<file path="src/rtl/adc_params.svh">
// Constants of the serial conversion control block
`ifndef ADC_PARAMS_SVH
`define ADC_PARAMS_SVH
`define CMD_BITS 6'h08
`define LEN_BYTE 6'h08
`define LEN_WORD16 6'h10
`define ADDR_STATUS 3'h0
`define ADDR_MODE 3'h1
`define ADDR_CONFIG 3'h2
`define ADDR_DATA 3'h3
`define ADDR_ID 3'h4
`define ADDR_IO 3'h5
`define ADDR_OFFSET 3'h6
`define ADDR_FULLSCALE 3'h7
`define CMD_CREAD_ENTER 8'h5C
`define CMD_CREAD_EXIT 8'h58
`define RESET_ONES 6'h20
`define STAT_RDY_BIT 7
`define MODE_FIELD_MSB 15
`define MODE_FIELD_LSB 13
`define RATE_MSB 3
`define RATE_LSB 0
`define MODE_CONT 3'h0
`define MODE_SINGLE 3'h1
`define MODE_RST 16'h000A
`define MODE_RST_RATE 4'hA
`define CONFIG_RST 16'h0710
`define IO_RST 8'h00
`define CLK_HZ 50000000
`define TICK_CYCLES (`CLK_HZ / 1000000)
`define OSC_UP_US 20'h003E8
`define CONV_PERIODS 2
`define RATE_INTEG 4'h1
`define RATE_SINC4_MAX 4'h5
`define RATE_MSINC3_MAX 4'hA
`define PER_US_1 20'h007D0
`define PER_US_2 20'h00FA0
`define PER_US_3 20'h01F40
`define PER_US_4 20'h03E80
`define PER_US_5 20'h04E20
`define PER_US_6 20'h063A6
`define PER_US_7 20'h0754E
`define PER_US_8 20'h0C74C
`define PER_US_9 20'h0E9E8
`define PER_US_A 20'h0E9E8
`define PER_US_B 20'h13880
`define PER_US_C 20'h186A0
`define PER_US_D 20'h1D4F0
`define PER_US_E 20'h27100
`define PER_US_F 20'h3A8C0
`endif

</file>
<file path="src/rtl/adc_types_pkg.sv">
// Types shared by the serial conversion control block
package adc_types_pkg;
   typedef enum logic [1:0] {ST_CMD = 2'h0, ST_WRITE = 2'h1, ST_READ = 2'h3} ser_state_e;
   typedef enum logic [1:0] {CV_OFF = 2'h0, CV_OSC = 2'h1, CV_CONV = 2'h3, CV_RUN = 2'h2} conv_state_e;
   typedef enum logic [1:0] {
      FILT_SINC4 = 2'h0, FILT_INTEG = 2'h1, FILT_MSINC3 = 2'h2, FILT_SINC3AVG = 2'h3
   } filter_e;
   typedef struct packed {
      logic wen;
      logic rw;
      logic [2:0] rs;
      logic cread;
      logic [1:0] spare;
   } cmd_s;
   typedef struct packed {
      logic cs_n;
      logic sclk;
      logic din;
   } pins_s;
endpackage : adc_types_pkg

</file>
<file path="src/rtl/pin_sync.sv">
// Two-stage synchronisers for the serial pins
`timescale 1ns/1ps
module pin_sync #(
   parameter int width = 3,
   parameter logic [width-1:0] rst_val = '0
) (
   input logic clock,
   input logic rst,
   input logic ce,
   input logic [width-1:0] pins_async,
   output logic [width-1:0] pins_sync
);
   genvar i;
   generate
      for (i = 0; i < width; i++) begin : g_bit
         logic meta_r;
         logic sync_r;
         always_ff @(posedge clock) begin
            if (rst) begin
               meta_r <= rst_val[i];
               sync_r <= rst_val[i];
            end else if (ce) begin
               meta_r <= pins_async[i];
               sync_r <= meta_r;
            end
         end
         assign pins_sync[i] = sync_r;
      end
   endgenerate
endmodule : pin_sync

</file>
<file path="src/rtl/conv_sequencer.sv">
// Conversion timing: oscillator start, update periods, filter choice
`timescale 1ns/1ps
`include "adc_params.svh"
module conv_sequencer import adc_types_pkg::*; #(
   parameter int tick_cycles = `TICK_CYCLES
) (
   input logic clock,
   input logic rst,
   input logic ce,
   input logic soft_rst,
   input logic mode_wr,
   input logic [2:0] mode_field,
   input logic [3:0] rate_code,
   output logic conv_done,
   output logic powered,
   output filter_e filter_sel
);
   function automatic logic [19:0] period_us(input logic [3:0] code);
      case (code)
         4'h1: period_us = `PER_US_1;
         4'h2: period_us = `PER_US_2;
         4'h3: period_us = `PER_US_3;
         4'h4: period_us = `PER_US_4;
         4'h5: period_us = `PER_US_5;
         4'h6: period_us = `PER_US_6;
         4'h7: period_us = `PER_US_7;
         4'h8: period_us = `PER_US_8;
         4'h9: period_us = `PER_US_9;
         4'hB: period_us = `PER_US_B;
         4'hC: period_us = `PER_US_C;
         4'hD: period_us = `PER_US_D;
         4'hE: period_us = `PER_US_E;
         4'hF: period_us = `PER_US_F;
         default: period_us = `PER_US_A;
      endcase
   endfunction : period_us

   conv_state_e st_r, st_nxt;
   logic [19:0] cnt_r, cnt_nxt;
   logic [15:0] tdiv_r;
   wire logic tick = (tdiv_r == 16'(tick_cycles - 1));
   wire logic [19:0] per = period_us(rate_code);
   wire logic at_end = tick && (cnt_r == 20'h00001);

   // -----------------------------------------------
   // Filter selection by rate
   // -----------------------------------------------
   assign filter_sel = (rate_code == `RATE_INTEG) ? FILT_INTEG :
                       (rate_code <= `RATE_SINC4_MAX) ? FILT_SINC4 :
                       (rate_code <= `RATE_MSINC3_MAX) ? FILT_MSINC3 : FILT_SINC3AVG;
   assign conv_done = at_end && (st_r == CV_CONV || st_r == CV_RUN);
   assign powered = (st_r != CV_OFF);

   always_comb begin
      st_nxt = st_r;
      cnt_nxt = tick ? cnt_r - 20'h00001 : cnt_r;
      if (soft_rst) begin
         st_nxt = CV_RUN;
         cnt_nxt = period_us(`MODE_RST_RATE);
      end else if (mode_wr) begin
         case (mode_field)
            `MODE_SINGLE: begin
               st_nxt = CV_OSC;
               cnt_nxt = `OSC_UP_US;
            end
            `MODE_CONT: begin
               st_nxt = CV_RUN;
               cnt_nxt = per;
            end
            default: begin
               st_nxt = CV_OFF;
               cnt_nxt = '0;
            end
         endcase
      end else if (at_end) begin
         case (st_r)
            CV_OSC: begin
               st_nxt = CV_CONV;
               cnt_nxt = 20'(per * `CONV_PERIODS);
            end
            CV_CONV: begin
               st_nxt = CV_OFF;
               cnt_nxt = '0;
            end
            CV_RUN: cnt_nxt = per;
            default: st_nxt = CV_OFF;
         endcase
      end
   end

   always_ff @(posedge clock) begin
      if (rst) begin
         st_r <= CV_RUN;
         cnt_r <= period_us(`MODE_RST_RATE);
         tdiv_r <= '0;
      end else if (ce) begin
         st_r <= st_nxt;
         cnt_r <= cnt_nxt;
         tdiv_r <= tick ? 16'h0000 : tdiv_r + 16'h0001;
      end
   end
endmodule : conv_sequencer

</file>
<file path="src/rtl/adc_serial_conversion_control.sv">
// Serial host interface and conversion sequencing of the converter
`timescale 1ns/1ps
`include "adc_params.svh"
module adc_serial_conversion_control import adc_types_pkg::*; #(
   parameter int width = 24,
   parameter int tick_cycles = `TICK_CYCLES,
   parameter logic [23:0] fs_default = 24'h500000,
   parameter logic [7:0] id_code = 8'h3C
) (
   input logic clock,
   input logic rst,
   input logic ce,
   input logic cs_n,
   input logic sclk,
   input logic din,
   input logic [width-1:0] conv_word,
   output logic dout,
   output logic dout_oe,
   output logic rdy_n,
   output logic cread_active,
   output logic [15:0] mode_word,
   output logic [15:0] config_word,
   output logic [7:0] io_word,
   output logic [width-1:0] offset_word,
   output logic [width-1:0] fullscale_word,
   output logic powered,
   output filter_e filter_sel
);
   // id_code default is an arbitrary value

   function automatic logic [5:0] reg_len(input logic [2:0] rs);
      case (rs)
         `ADDR_MODE, `ADDR_CONFIG: reg_len = `LEN_WORD16;
         `ADDR_DATA, `ADDR_OFFSET, `ADDR_FULLSCALE: reg_len = 6'(width);
         default: reg_len = `LEN_BYTE;
      endcase
   endfunction : reg_len

   // -----------------------------------------------
   // Pin synchronisation and edge detection
   // -----------------------------------------------
   pins_s raw;
   pins_s syn;
   logic sclk_q_r;
   logic cs_q_r;
   assign raw = {cs_n, sclk, din};

   pin_sync #(
      .width(3),
      .rst_val(3'h6)
   ) u_sync (
      .clock(clock),
      .rst(rst),
      .ce(ce),
      .pins_async(raw),
      .pins_sync(syn)
   );

   wire logic rise = !syn.cs_n && syn.sclk && !sclk_q_r;
   wire logic fall = !syn.cs_n && !syn.sclk && sclk_q_r;

   // -----------------------------------------------
   // State
   // -----------------------------------------------
   ser_state_e st_r, st_nxt;
   logic [5:0] bcnt_r, bcnt_nxt;
   logic [5:0] ones_r;
   logic [width-1:0] shin_r, shin_nxt;
   logic [width-1:0] shout_r, shout_nxt;
   logic [width-1:0] data_r;
   logic [width-1:0] offset_r, offset_nxt;
   logic [width-1:0] fs_r, fs_nxt;
   logic [2:0] addr_r, addr_nxt;
   logic [15:0] mode_r, mode_nxt;
   logic [15:0] config_r, config_nxt;
   logic [7:0] io_r, io_nxt;
   logic cread_r, cread_nxt;
   logic rdy_n_r, rdy_n_nxt;
   logic pend_r;
   logic mode_wr, mode_wr_r;
   logic dout_r;
   logic oe_r;
   logic conv_done;
   logic [width-1:0] rd_raw;

   // -----------------------------------------------
   // Decoding
   // -----------------------------------------------
   wire logic [7:0] cmd_byte = {shin_r[6:0], syn.din};
   wire cmd_s cmd = cmd_s'(cmd_byte);
   wire logic [2:0] cmd_rs = cmd.rs;
   wire logic cmd_last = (bcnt_r == `CMD_BITS - 6'h01);
   wire logic last_bit = (bcnt_r == reg_len(addr_r) - 6'h01);
   wire logic [width-1:0] wr_val = {shin_r[width-2:0], syn.din};
   wire logic [width-1:0] rd_word = rd_raw << (6'(width) - reg_len(cmd_rs));
   wire logic [7:0] status_byte = 8'(rdy_n_r) << `STAT_RDY_BIT;
   wire logic wr_ok = (cmd_rs != `ADDR_STATUS) && (cmd_rs != `ADDR_DATA) &&
                      (cmd_rs != `ADDR_ID);
   wire logic ones_hit = rise && syn.din && (ones_r == `RESET_ONES - 6'h01);
   wire logic cmd_take = rise && st_r == ST_CMD && cmd_last && !cread_r;
   wire logic cread_exit = rise && cread_r && cmd_last &&
                           cmd_byte == `CMD_CREAD_EXIT && !rdy_n_r;
   wire logic data_busy = (st_r == ST_READ) && (addr_r == `ADDR_DATA);
   wire logic commit_ok = pend_r && (cread_r || !data_busy);
   wire logic read_done = rise && st_r == ST_READ && last_bit;
   wire logic data_read_done = read_done && addr_r == `ADDR_DATA;
   wire logic out_msb = shout_r[width-1];

   always_comb begin
      case (cmd_rs)
         `ADDR_STATUS: rd_raw = width'(status_byte);
         `ADDR_MODE: rd_raw = width'(mode_r);
         `ADDR_CONFIG: rd_raw = width'(config_r);
         `ADDR_DATA: rd_raw = data_r;
         `ADDR_ID: rd_raw = width'(id_code);
         `ADDR_IO: rd_raw = width'(io_r);
         `ADDR_OFFSET: rd_raw = offset_r;
         default: rd_raw = fs_r;
      endcase
   end

   // -----------------------------------------------
   // Ready flag
   // -----------------------------------------------
   always_comb begin
      rdy_n_nxt = rdy_n_r;
      if (commit_ok) begin
         rdy_n_nxt = 1'b0;
      end else if (conv_done || data_read_done) begin
         rdy_n_nxt = 1'b1;
      end
   end

   // -----------------------------------------------
   // Serial engine
   // -----------------------------------------------
   always_comb begin
      st_nxt = st_r;
      bcnt_nxt = bcnt_r;
      shin_nxt = shin_r;
      shout_nxt = shout_r;
      addr_nxt = addr_r;
      cread_nxt = cread_r;
      mode_nxt = mode_r;
      config_nxt = config_r;
      io_nxt = io_r;
      offset_nxt = offset_r;
      fs_nxt = fs_r;
      mode_wr = 1'b0;
      if (syn.cs_n) begin
         bcnt_nxt = '0;
         if (!cread_r) begin
            st_nxt = ST_CMD;
         end
      end else begin
         if (fall && st_r == ST_READ && bcnt_r != 6'h00) begin
            shout_nxt = shout_r << 1;
         end
         if (rise) begin
            shin_nxt = wr_val;
            bcnt_nxt = bcnt_r + 6'h01;
            case (st_r)
               ST_CMD: begin
                  if (cmd_last) begin
                     bcnt_nxt = '0;
                     if (!cread_r && !cmd.wen) begin
                        addr_nxt = cmd_rs;
                        if (cmd.rw && cmd_rs == `ADDR_DATA && cmd.cread) begin
                           cread_nxt = 1'b1;
                        end else if (cmd.rw) begin
                           st_nxt = ST_READ;
                           shout_nxt = rd_word;
                        end else if (wr_ok) begin
                           st_nxt = ST_WRITE;
                        end
                     end
                  end
               end
               ST_WRITE: begin
                  if (last_bit) begin
                     st_nxt = ST_CMD;
                     bcnt_nxt = '0;
                     case (addr_r)
                        `ADDR_MODE: begin
                           mode_nxt = wr_val[15:0];
                           mode_wr = 1'b1;
                        end
                        `ADDR_CONFIG: config_nxt = wr_val[15:0];
                        `ADDR_IO: io_nxt = wr_val[7:0];
                        `ADDR_OFFSET: offset_nxt = wr_val;
                        default: fs_nxt = wr_val;
                     endcase
                  end
               end
               ST_READ: begin
                  if (last_bit) begin
                     st_nxt = ST_CMD;
                     bcnt_nxt = '0;
                  end
               end
               default: st_nxt = ST_CMD;
            endcase
            if (cread_exit) begin
               cread_nxt = 1'b0;
               st_nxt = ST_CMD;
               bcnt_nxt = '0;
            end
         end
      end
      if (commit_ok && cread_r && !cread_exit) begin
         st_nxt = ST_READ;
         bcnt_nxt = '0;
         shout_nxt = conv_word;
      end
   end

   // -----------------------------------------------
   // Registers
   // -----------------------------------------------
   always_ff @(posedge clock) begin
      if (rst) begin
         sclk_q_r <= 1'b1;
         cs_q_r <= 1'b1;
         dout_r <= 1'b1;
         oe_r <= 1'b0;
      end else if (ce) begin
         sclk_q_r <= syn.sclk;
         cs_q_r <= syn.cs_n;
         dout_r <= (st_r == ST_READ) ? out_msb : rdy_n_r;
         oe_r <= !syn.cs_n;
      end
   end

   always_ff @(posedge clock) begin
      if (rst || (ce && ones_hit)) begin
         st_r <= ST_CMD;
         bcnt_r <= '0;
         ones_r <= '0;
         shin_r <= '0;
         shout_r <= '0;
         addr_r <= `ADDR_STATUS;
         cread_r <= 1'b0;
         rdy_n_r <= 1'b1;
         pend_r <= 1'b0;
         mode_wr_r <= 1'b0;
         data_r <= '0;
         mode_r <= `MODE_RST;
         config_r <= `CONFIG_RST;
         io_r <= `IO_RST;
         offset_r <= {1'b1, {(width - 1){1'b0}}};
         fs_r <= fs_default[23 -: width];
      end else if (ce) begin
         st_r <= st_nxt;
         bcnt_r <= bcnt_nxt;
         if (rise) begin
            ones_r <= syn.din ? ones_r + 6'h01 : 6'h00;
         end
         shin_r <= shin_nxt;
         shout_r <= shout_nxt;
         addr_r <= addr_nxt;
         cread_r <= cread_nxt;
         rdy_n_r <= rdy_n_nxt;
         pend_r <= conv_done;
         mode_wr_r <= mode_wr;
         if (commit_ok) begin
            data_r <= conv_word;
         end
         mode_r <= mode_nxt;
         config_r <= config_nxt;
         io_r <= io_nxt;
         offset_r <= offset_nxt;
         fs_r <= fs_nxt;
      end
   end

   // -----------------------------------------------
   // Conversion sequencing
   // -----------------------------------------------
   conv_sequencer #(
      .tick_cycles(tick_cycles)
   ) u_seq (
      .clock(clock),
      .rst(rst),
      .ce(ce),
      .soft_rst(ones_hit),
      .mode_wr(mode_wr_r),
      .mode_field(mode_r[`MODE_FIELD_MSB:`MODE_FIELD_LSB]),
      .rate_code(mode_r[`RATE_MSB:`RATE_LSB]),
      .conv_done(conv_done),
      .powered(powered),
      .filter_sel(filter_sel)
   );

   assign dout = dout_r;
   assign dout_oe = oe_r;
   assign rdy_n = rdy_n_r;
   assign cread_active = cread_r;
   assign mode_word = mode_r;
   assign config_word = config_r;
   assign io_word = io_r;
   assign offset_word = offset_r;
   assign fullscale_word = fs_r;
endmodule : adc_serial_conversion_control

</file>
<file path="config.mk">
export PLATFORM = sky130hd
export DESIGN_NAME = adc_serial_conversion_control
export DESIGN_NICKNAME = d
export VERILOG_FILES = /design/src/rtl/adc_types_pkg.sv /design/src/rtl/pin_sync.sv /design/src/rtl/conv_sequencer.sv /design/src/rtl/adc_serial_conversion_control.sv
export VERILOG_INCLUDE_DIRS = /design/src /design/src/rtl
export SDC_FILE = /design/constraint.sdc
export NUM_CORES = 1
export LEC_CHECK = 0
export BUFFER_PORTS_ARGS = -buffer_cell sky130_fd_sc_hd__buf_2
export CAP_MARGIN = 20
export CORE_ASPECT_RATIO = 0.9
export CORE_MARGIN = 5
export CORE_UTILIZATION = 26
export DETAILED_ROUTE_END_ITERATION = 10
export GPL_ROUTABILITY_DRIVEN = 1
export SLEW_MARGIN = 20
export SYNTH_ARGS = -nofsm -noshare
export SYNTH_HDL_FRONTEND = slang
export SYNTH_HIERARCHICAL = 1
export SYNTH_SLANG_ARGS = --single-unit
export TNS_END_PERCENT = 30
</file>
<file path="constraint.sdc">
create_clock -name clock -period 2.2 [get_ports clock]
set_clock_uncertainty 0.05 [all_clocks]
set_input_delay 0 -clock clock [delete_from_list [all_inputs] [get_ports clock]]
set_output_delay 0 -clock clock [all_outputs]
set_load 0.1 [all_outputs]
</file>
## Word-level counts from Yosys, hierarchy flattened

Memories as Yosys holds them, arrays and structs flattened. A register that Yosys moved wholly into a read port is not among the register bits.
Index checks and enable logic that the tools add are counted.

- Memories: 1
- Memory bits (read-only): 272
- Word-level logic and storage cells: 211
- Register bits after elaboration: 227
- Input port bits: 30

- Muxes and demuxes: 62
- Order comparisons: 2
- Reductions and logical operators: 73
- Shifts and indexed selects: 1
- Bitwise logic cells: 2
- Equal/unequal tests: 36
- Add/sub/neg operators: 6

Memories:

| memory | words | bits a word | read ports | clocked after memory_dff | wr ports | line | source |
|---|---|---|---|---|---|---|---|
| (no name shown) | 16 | 17 | 1 | 1 | 0 | conv_sequencer.sv:19 | `case (code)` |

Operators by type and width:

| cell | count |
|---|---|
| two-way mux 24 bit | 9 |
| case mux 24 bit (7 select lines) | 1 |
| two-way mux 20 bit | 4 |
| case mux 20 bit (3 select lines) | 1 |
| two-way mux 6 bit | 7 |
| case mux 20 bit (2 select lines) | 1 |
| AND reduction 6 bit | 6 |
| two-way mux 2 bit | 16 |
| logical AND 1 bit | 27 |
| left shift 24 x 6 -> 24 bit | 1 |
| == test 3 bit, second input constant | 7 |
| == test 20 x 1 -> 1 bit, second input constant | 1 |
| case mux 5 bit (2 select lines) | 2 |
| subtractor 20 x 1 -> 20 bit, second input constant | 1 |
| adder 16 x 1 -> 16 bit, second input constant | 1 |
| == test 16 x 6 -> 1 bit, second input constant | 1 |
| two-way mux 16 bit | 1 |
| two-way mux 1 bit | 14 |
| adder 6 x 1 -> 6 bit, second input constant | 2 |
| == test 3 x 2 -> 1 bit, second input constant | 4 |
| case mux 2 bit (2 select lines) | 3 |
| case mux 6 bit (2 select lines) | 1 |
| nonzero test 2 bit | 6 |
| != test 5 x 3 -> 1 bit, second input constant | 2 |
| 33 further kinds | 63 |

## Depth between registers and ports, before layout

- Word-level depth: 14
- Depth in mapped cells: 11

## Cells and area by module

Netlist, hierarchy kept.

By module, submodules not included:

| module | area an instance (µm²) | cells each | times used |
|---|---|---|---|
| adc_serial_conversion_control | 8976.1 | 1175 | 1 |
| conv_sequencer | 3188.1 | 423 | 1 |
| pin_sync | 251.5 | 22 | 1 |

## Worst setup path after synthesis

OpenSTA, ideal clock, no wires.

- Path kind: reg-to-output
- Start point: reg mode_r[1], in the netlist mode_word[1]
- End point: out filter_sel[1]
- Data required time: 2150 ps
- Data arrival time: 3976 ps
- Path buffers: 1
- Cell stages (with the launch flop): 5
- Path slack: -1826 ps
- Path through: dfxtp_1 > clkbuf_1 > inv_1 > ha_1 > o31ai_1

- Word-level cells in the longest chain between the ends: 3

RTL lines:

| element | line | source |
|---|---|---|
| from (decl) | adc_serial_conversion_control.sv:74 | `logic [15:0] mode_r, mode_nxt;` |
| from (signal assigned) | adc_serial_conversion_control.sv:247 | `` mode_r <= `MODE_RST; `` |
| from (signal assigned) | adc_serial_conversion_control.sv:268 | `mode_r <= mode_nxt;` |
| <= comparator 4 x 3 -> 1 bit (no line) | n/a |  |
| two-way mux 2 bit | conv_sequencer.sv:49 | `` (rate_code <= `RATE_SINC4_MAX) ? FILT_SINC4 : `` |
| two-way mux 2 bit * | conv_sequencer.sv:48 | `` assign filter_sel = (rate_code == `RATE_INTEG) ? FILT_INTEG : `` |
| to (decl) | adc_serial_conversion_control.sv:27 | `output filter_e filter_sel` |

Every way passes the cells marked *; elsewhere a longest branch is shown, timed or not.

## Worst setup path after layout

- Start point: reg addr_r[1]
- End point: reg offset_r[8], in the netlist offset_word[8]

- Word-level cells in the longest chain between the ends: 6

RTL lines:

| element | line | source |
|---|---|---|
| from (decl) | adc_serial_conversion_control.sv:73 | `logic [2:0] addr_r, addr_nxt;` |
| from (signal assigned) | adc_serial_conversion_control.sv:241 | `` addr_r <= `ADDR_STATUS; `` |
| from (signal assigned) | adc_serial_conversion_control.sv:260 | `addr_r <= addr_nxt;` |
| == test 3 x 2 -> 1 bit, or another cell as far along | adc_serial_conversion_control.sv:32 | `case (rs)` |
| OR reduction 3 bit or OR reduction 2 bit (tied branches) | adc_serial_conversion_control.sv:32 |  |
| case mux 5 bit (2 select lines) | adc_serial_conversion_control.sv:32 |  |
| subtractor 6 x 1 -> 6 bit | adc_serial_conversion_control.sv:93 | `wire logic last_bit = (bcnt_r == reg_len(addr_r) - 6'h01);` |
| == test 6 bit | adc_serial_conversion_control.sv:93 |  |
| AND reduction 6 bit (no line) * | n/a |  |
| to (signal assigned) | adc_serial_conversion_control.sv:250 | `offset_r <= {1'b1, {(width - 1){1'b0}}};` |
| to (signal assigned) | adc_serial_conversion_control.sv:271 | `offset_r <= offset_nxt;` |
| to (decl) | adc_serial_conversion_control.sv:71 | `logic [width-1:0] offset_r, offset_nxt;` |

Marked as above.
A chain may end at the register's enable or synchronous reset.

==> metrics.csv <==
stage;metric;value;unit
route;antenna-violating nets left;0;
die;IO Pins;125;
global_route;vias in the first global route;12500;
outcome;failing checks;negative setup slack;
power;Static Leakage;0.00694;uW
timing;Final Setup Violations;90;
timing;fmax;421;MHz
synthesis;Synth cell types;87;
synthesis;sequential area share after synthesis;36.6;%
placement;DP HPWL;35700;um
synthesis;syn nets;1667;
synthesis;ys async rst share;0;%
synthesis;YS warnings;6;
die;Initial Util;26.1;%
die;chip width;240;um
timing;final hold violation count;0;
global_route;largest net degree at the start of global routing;47;
timing;RSZ-0062 raised after global routing;true;
power;pwr dens;515;mW/mm2
global_route;Remaining Overflow, GRT;0;
synthesis;Post-synth EDFFs;0;
layout;final core utilization;36.9;%
critical_path;CP arrival;2.78;ns
timing;Worst slew margin;41.7;%
clock_tree;Clock Path Buffers;3;
power;maximum VDD drop;0.622;mV
clock_tree;cts bufs inserted;27;
critical_path;Setup CP Type;flop to flop;
die;core area;0.0475;mm2
worst_hold_path;worst hold path type;primary input to flop;
route;DR iter-0 viols;1439;
die;row cnt;76;
layout;fraction of layout cells with a size suffix above 1;32.5;%
critical_path;Worst Setup End Kind;flop;
die;die area;0.0522;mm2
synthesis;Yosys reg bits;227;
placement;Post-DP Area;0.0150;mm2
critical_path;r2r setup slk;-0.17;ns
critical_path;CP Max Fanout;6;
synthesis;Post-Syn Instances;1620;
synthesis;Most used DFF post-synth;dfxtp_1;
route;final wirelength;50600;um
route;WL/cell;19.8;um
outcome;status;complete, but fails checks;
timing;final critical-path setup slack;-0.174;ns
layout;area growth from synthesis to layout;41.4;%
timing;Worst Max-Slew Pin Slew;0.874;ns
layout;Non-Filler Cell Area, Final;0.0176;mm2
clock_tree;CTS clk-pin slew, worst paths;0.06;ns
timing;TNS Setup;-6.89;ns
timing;period utilization;108;%
layout;Final nets;1951;
clock_tree;Clock Root Buffer;clkbuf_16;
die;Die H;217;um
placement;Place WS;-0.144;ns
synthesis;Syn Area/Cell;7.66;um2
timing;Max Transition Viols Final;0;
placement;Final Wtd Congestion;0.933;
placement;PortBufs;124;
route;Vias;13500;
route;vias per inst;5.29;
critical_path;Worst Setup Start Kind;flop;
layout;Post-Layout Cell Count;2549;
critical_path;required time worst endpoint;2.61;ns
global_route;GRT Total Usage;17.6;%
route;1st-pass router iterations;6;
clock_tree;Clock Sinks;227;
placement;placed cell count;2433;
clock_tree;CTS tree;yes;
global_route;first-pass GRT wire length;74000;um
global_route;initial antenna violation count;0;
synthesis;Netlist Area Pre-Place;0.0124;mm2
job;max-cap violations;0;
clock_tree;Clock Latency Late Sink;0.57;ns
route;DRC Markers;0;
clock_tree;H-tree Lvls;1;
timing;min Tclk post-route;2.37;ns
-- critical path: stages, from the launching register on --
cell,delay [ns]
dfxtp_4,0.39
inv_2,0.05
ha_4,0.16
o21bai_4,0.14
mux2i_2,0.28
buf_4,0.16
and4_4,0.24
buf_6,0.10
nand4_1,0.19
buf_6,0.22
clkbuf_16,0.17
nand2_2,0.07
a21oi_1,0.06
-- cells in the mapped netlist, drive strengths merged (4+ instances only) --
cell       n  area [um2]
o21ai     74         374
nor2      88         330
and4       6        53.8
buf       61         364
or3        6        37.5
nand3     52         260
nor2b     20         135
nand4     18         146
nor4      22         174
a221oi     7        61.3
nand2    347        1300
inv       28         105
and3       8        51.3
o221ai     4        35.0
and2       8        50.1
nor3      27         140
o22ai     10        62.6
a22oi      9        67.6
nand4b     4        41.3
a211o     10        87.6
a21o       9        67.6
xor2      14         123
xnor2      8        70.1
o211ai    12        90.1
ha        17         213
or4        6        45.0
o22a       4        35.0
nand3b    10        75.1
mux2       9         101
o31ai     12        95.1
o21bai     7        52.6
nand2b    13        81.3
a2bb2oi    4        35.0
dfxtp    227        4540
nor3b      8        65.1
a31oi     15        93.8
a21oi    227        1140
or2        8        50.1
a21boi     4        30.0
mux2i     66         661
clkbuf    69         259
a211oi    18         135
-- final cells by class --
| class | count | area (um2) |
|---|---|---|
| clock buffers | 43 | 806 |
| repair buffers | 385 | 3170 |
| well taps | 624 | 781 |
| diodes | 1 | 2.50 |
| inverters | 29 | 111 |
| multi-input cells | 1234 | 8060 |
| fillers | 4848 | 30000 |
| clock inverters | 6 | 48.8 |
| flip-flops and latches | 227 | 4590 |
-- layout by cell type, fill, tap and decap left out, types with 12 or more instances in the layout --
master         Yosys  layout
nand3_1           52      44
nand2_1          347     286
clkbuf_16          0      35
inv_1             28      24
a21oi_2            0      45
nand2_4            0      24
dfxtp_1          227     208
buf_2             42     124
dlygate4sd3_1      0      31
nor2_1            88      86
a21oi_1          227     182
nand4_1           14      14
nor3_1            26      24
o21ai_0           72      67
o211ai_1          12      12
buf_4              8     186
xor2_1            14      14
a31oi_1           15      14
nor2b_1           16      14
dfxtp_2            0      12
mux2i_1           66      64
buf_12             0      25
a211oi_1          18      16
nand2_2            0      37
nand2b_1          13      13
-- state kept, by name, summed over array words and instances (netlist names), 16 cells and up --
signal          flops
config_word        16
data_r             24
fullscale_word     24
mode_word          16
offset_word        24
shin_r             23
shout_r            24
u_seq/cnt_r        20
u_seq/tdiv_r       16
-- layer usage --
layer | GRT usage (%) | routed length (um) | up-vias
met5 | 0 | 0 | -
met4 | 4.33 | 1640 | 0
met3 | 4.35 | 4450 | 102
met2 | 26.8 | 22300 | 537
met1 | 24.9 | 22100 | 6546
li1 | - | - | 6310
-- power breakdown --
part | switching [uW] | internal [uW]
logic | 284 | 223
registers | 30.0 | 4140
clock network | 1860 | 2510
total | 2170 | 6870
-- timing repair --
action / 4_1_cts / 5_1_grt
endpoints found under the hold margin: 77 / 0
gates resized for setup: 28 / 205
cloned: 1 / 9
endpoints found under the setup margin: 95 / 135
buffers inserted: 5 / 21
hold buffers: 31 / 0
pin swaps: 20 / 71
-- final timing paths --
| check | from | to | depth (start not counted) |
|---|---|---|---|
| worst max-delay path | addr_r[1]$_SDFFE_PP0P_ | offset_word[8]$_SDFFE_PP0P_ | 12 |
| worst min-delay path | conv_word[16] | data_r[16]$_SDFFE_PP0P_ | 4 |
| worst max register to register | addr_r[1]$_SDFFE_PP0P_ | offset_word[8]$_SDFFE_PP0P_ | 12 |
| worst min register to register | data_r[17]$_SDFFE_PP0P_ | data_r[17]$_SDFFE_PP0P_ | 2 |
-- metrics by stage --
stage,hold WS (ns),power [uW]
6_report,0.195,9040
4_1_cts,0.187,9070
3_5_place_dp,0.189,4690
3_3_place_gp,0.189,4680
2_1_floorplan,0.0224,4500
5_1_grt,0.209,9320
-- logic make-up after synthesis --
kind of cell | Yosys count | synth area share (%)
fa+ha+maj | 17 | 1.71
flops | 227 | 36.6
compound gates | 452 | 22.0
buf+inv | 159 | 5.90
simple gates | 666 | 25.7
mux | 77 | 6.50
xor+xnor | 22 | 1.55
Note: power is estimated with default switching activity, not from simulation.
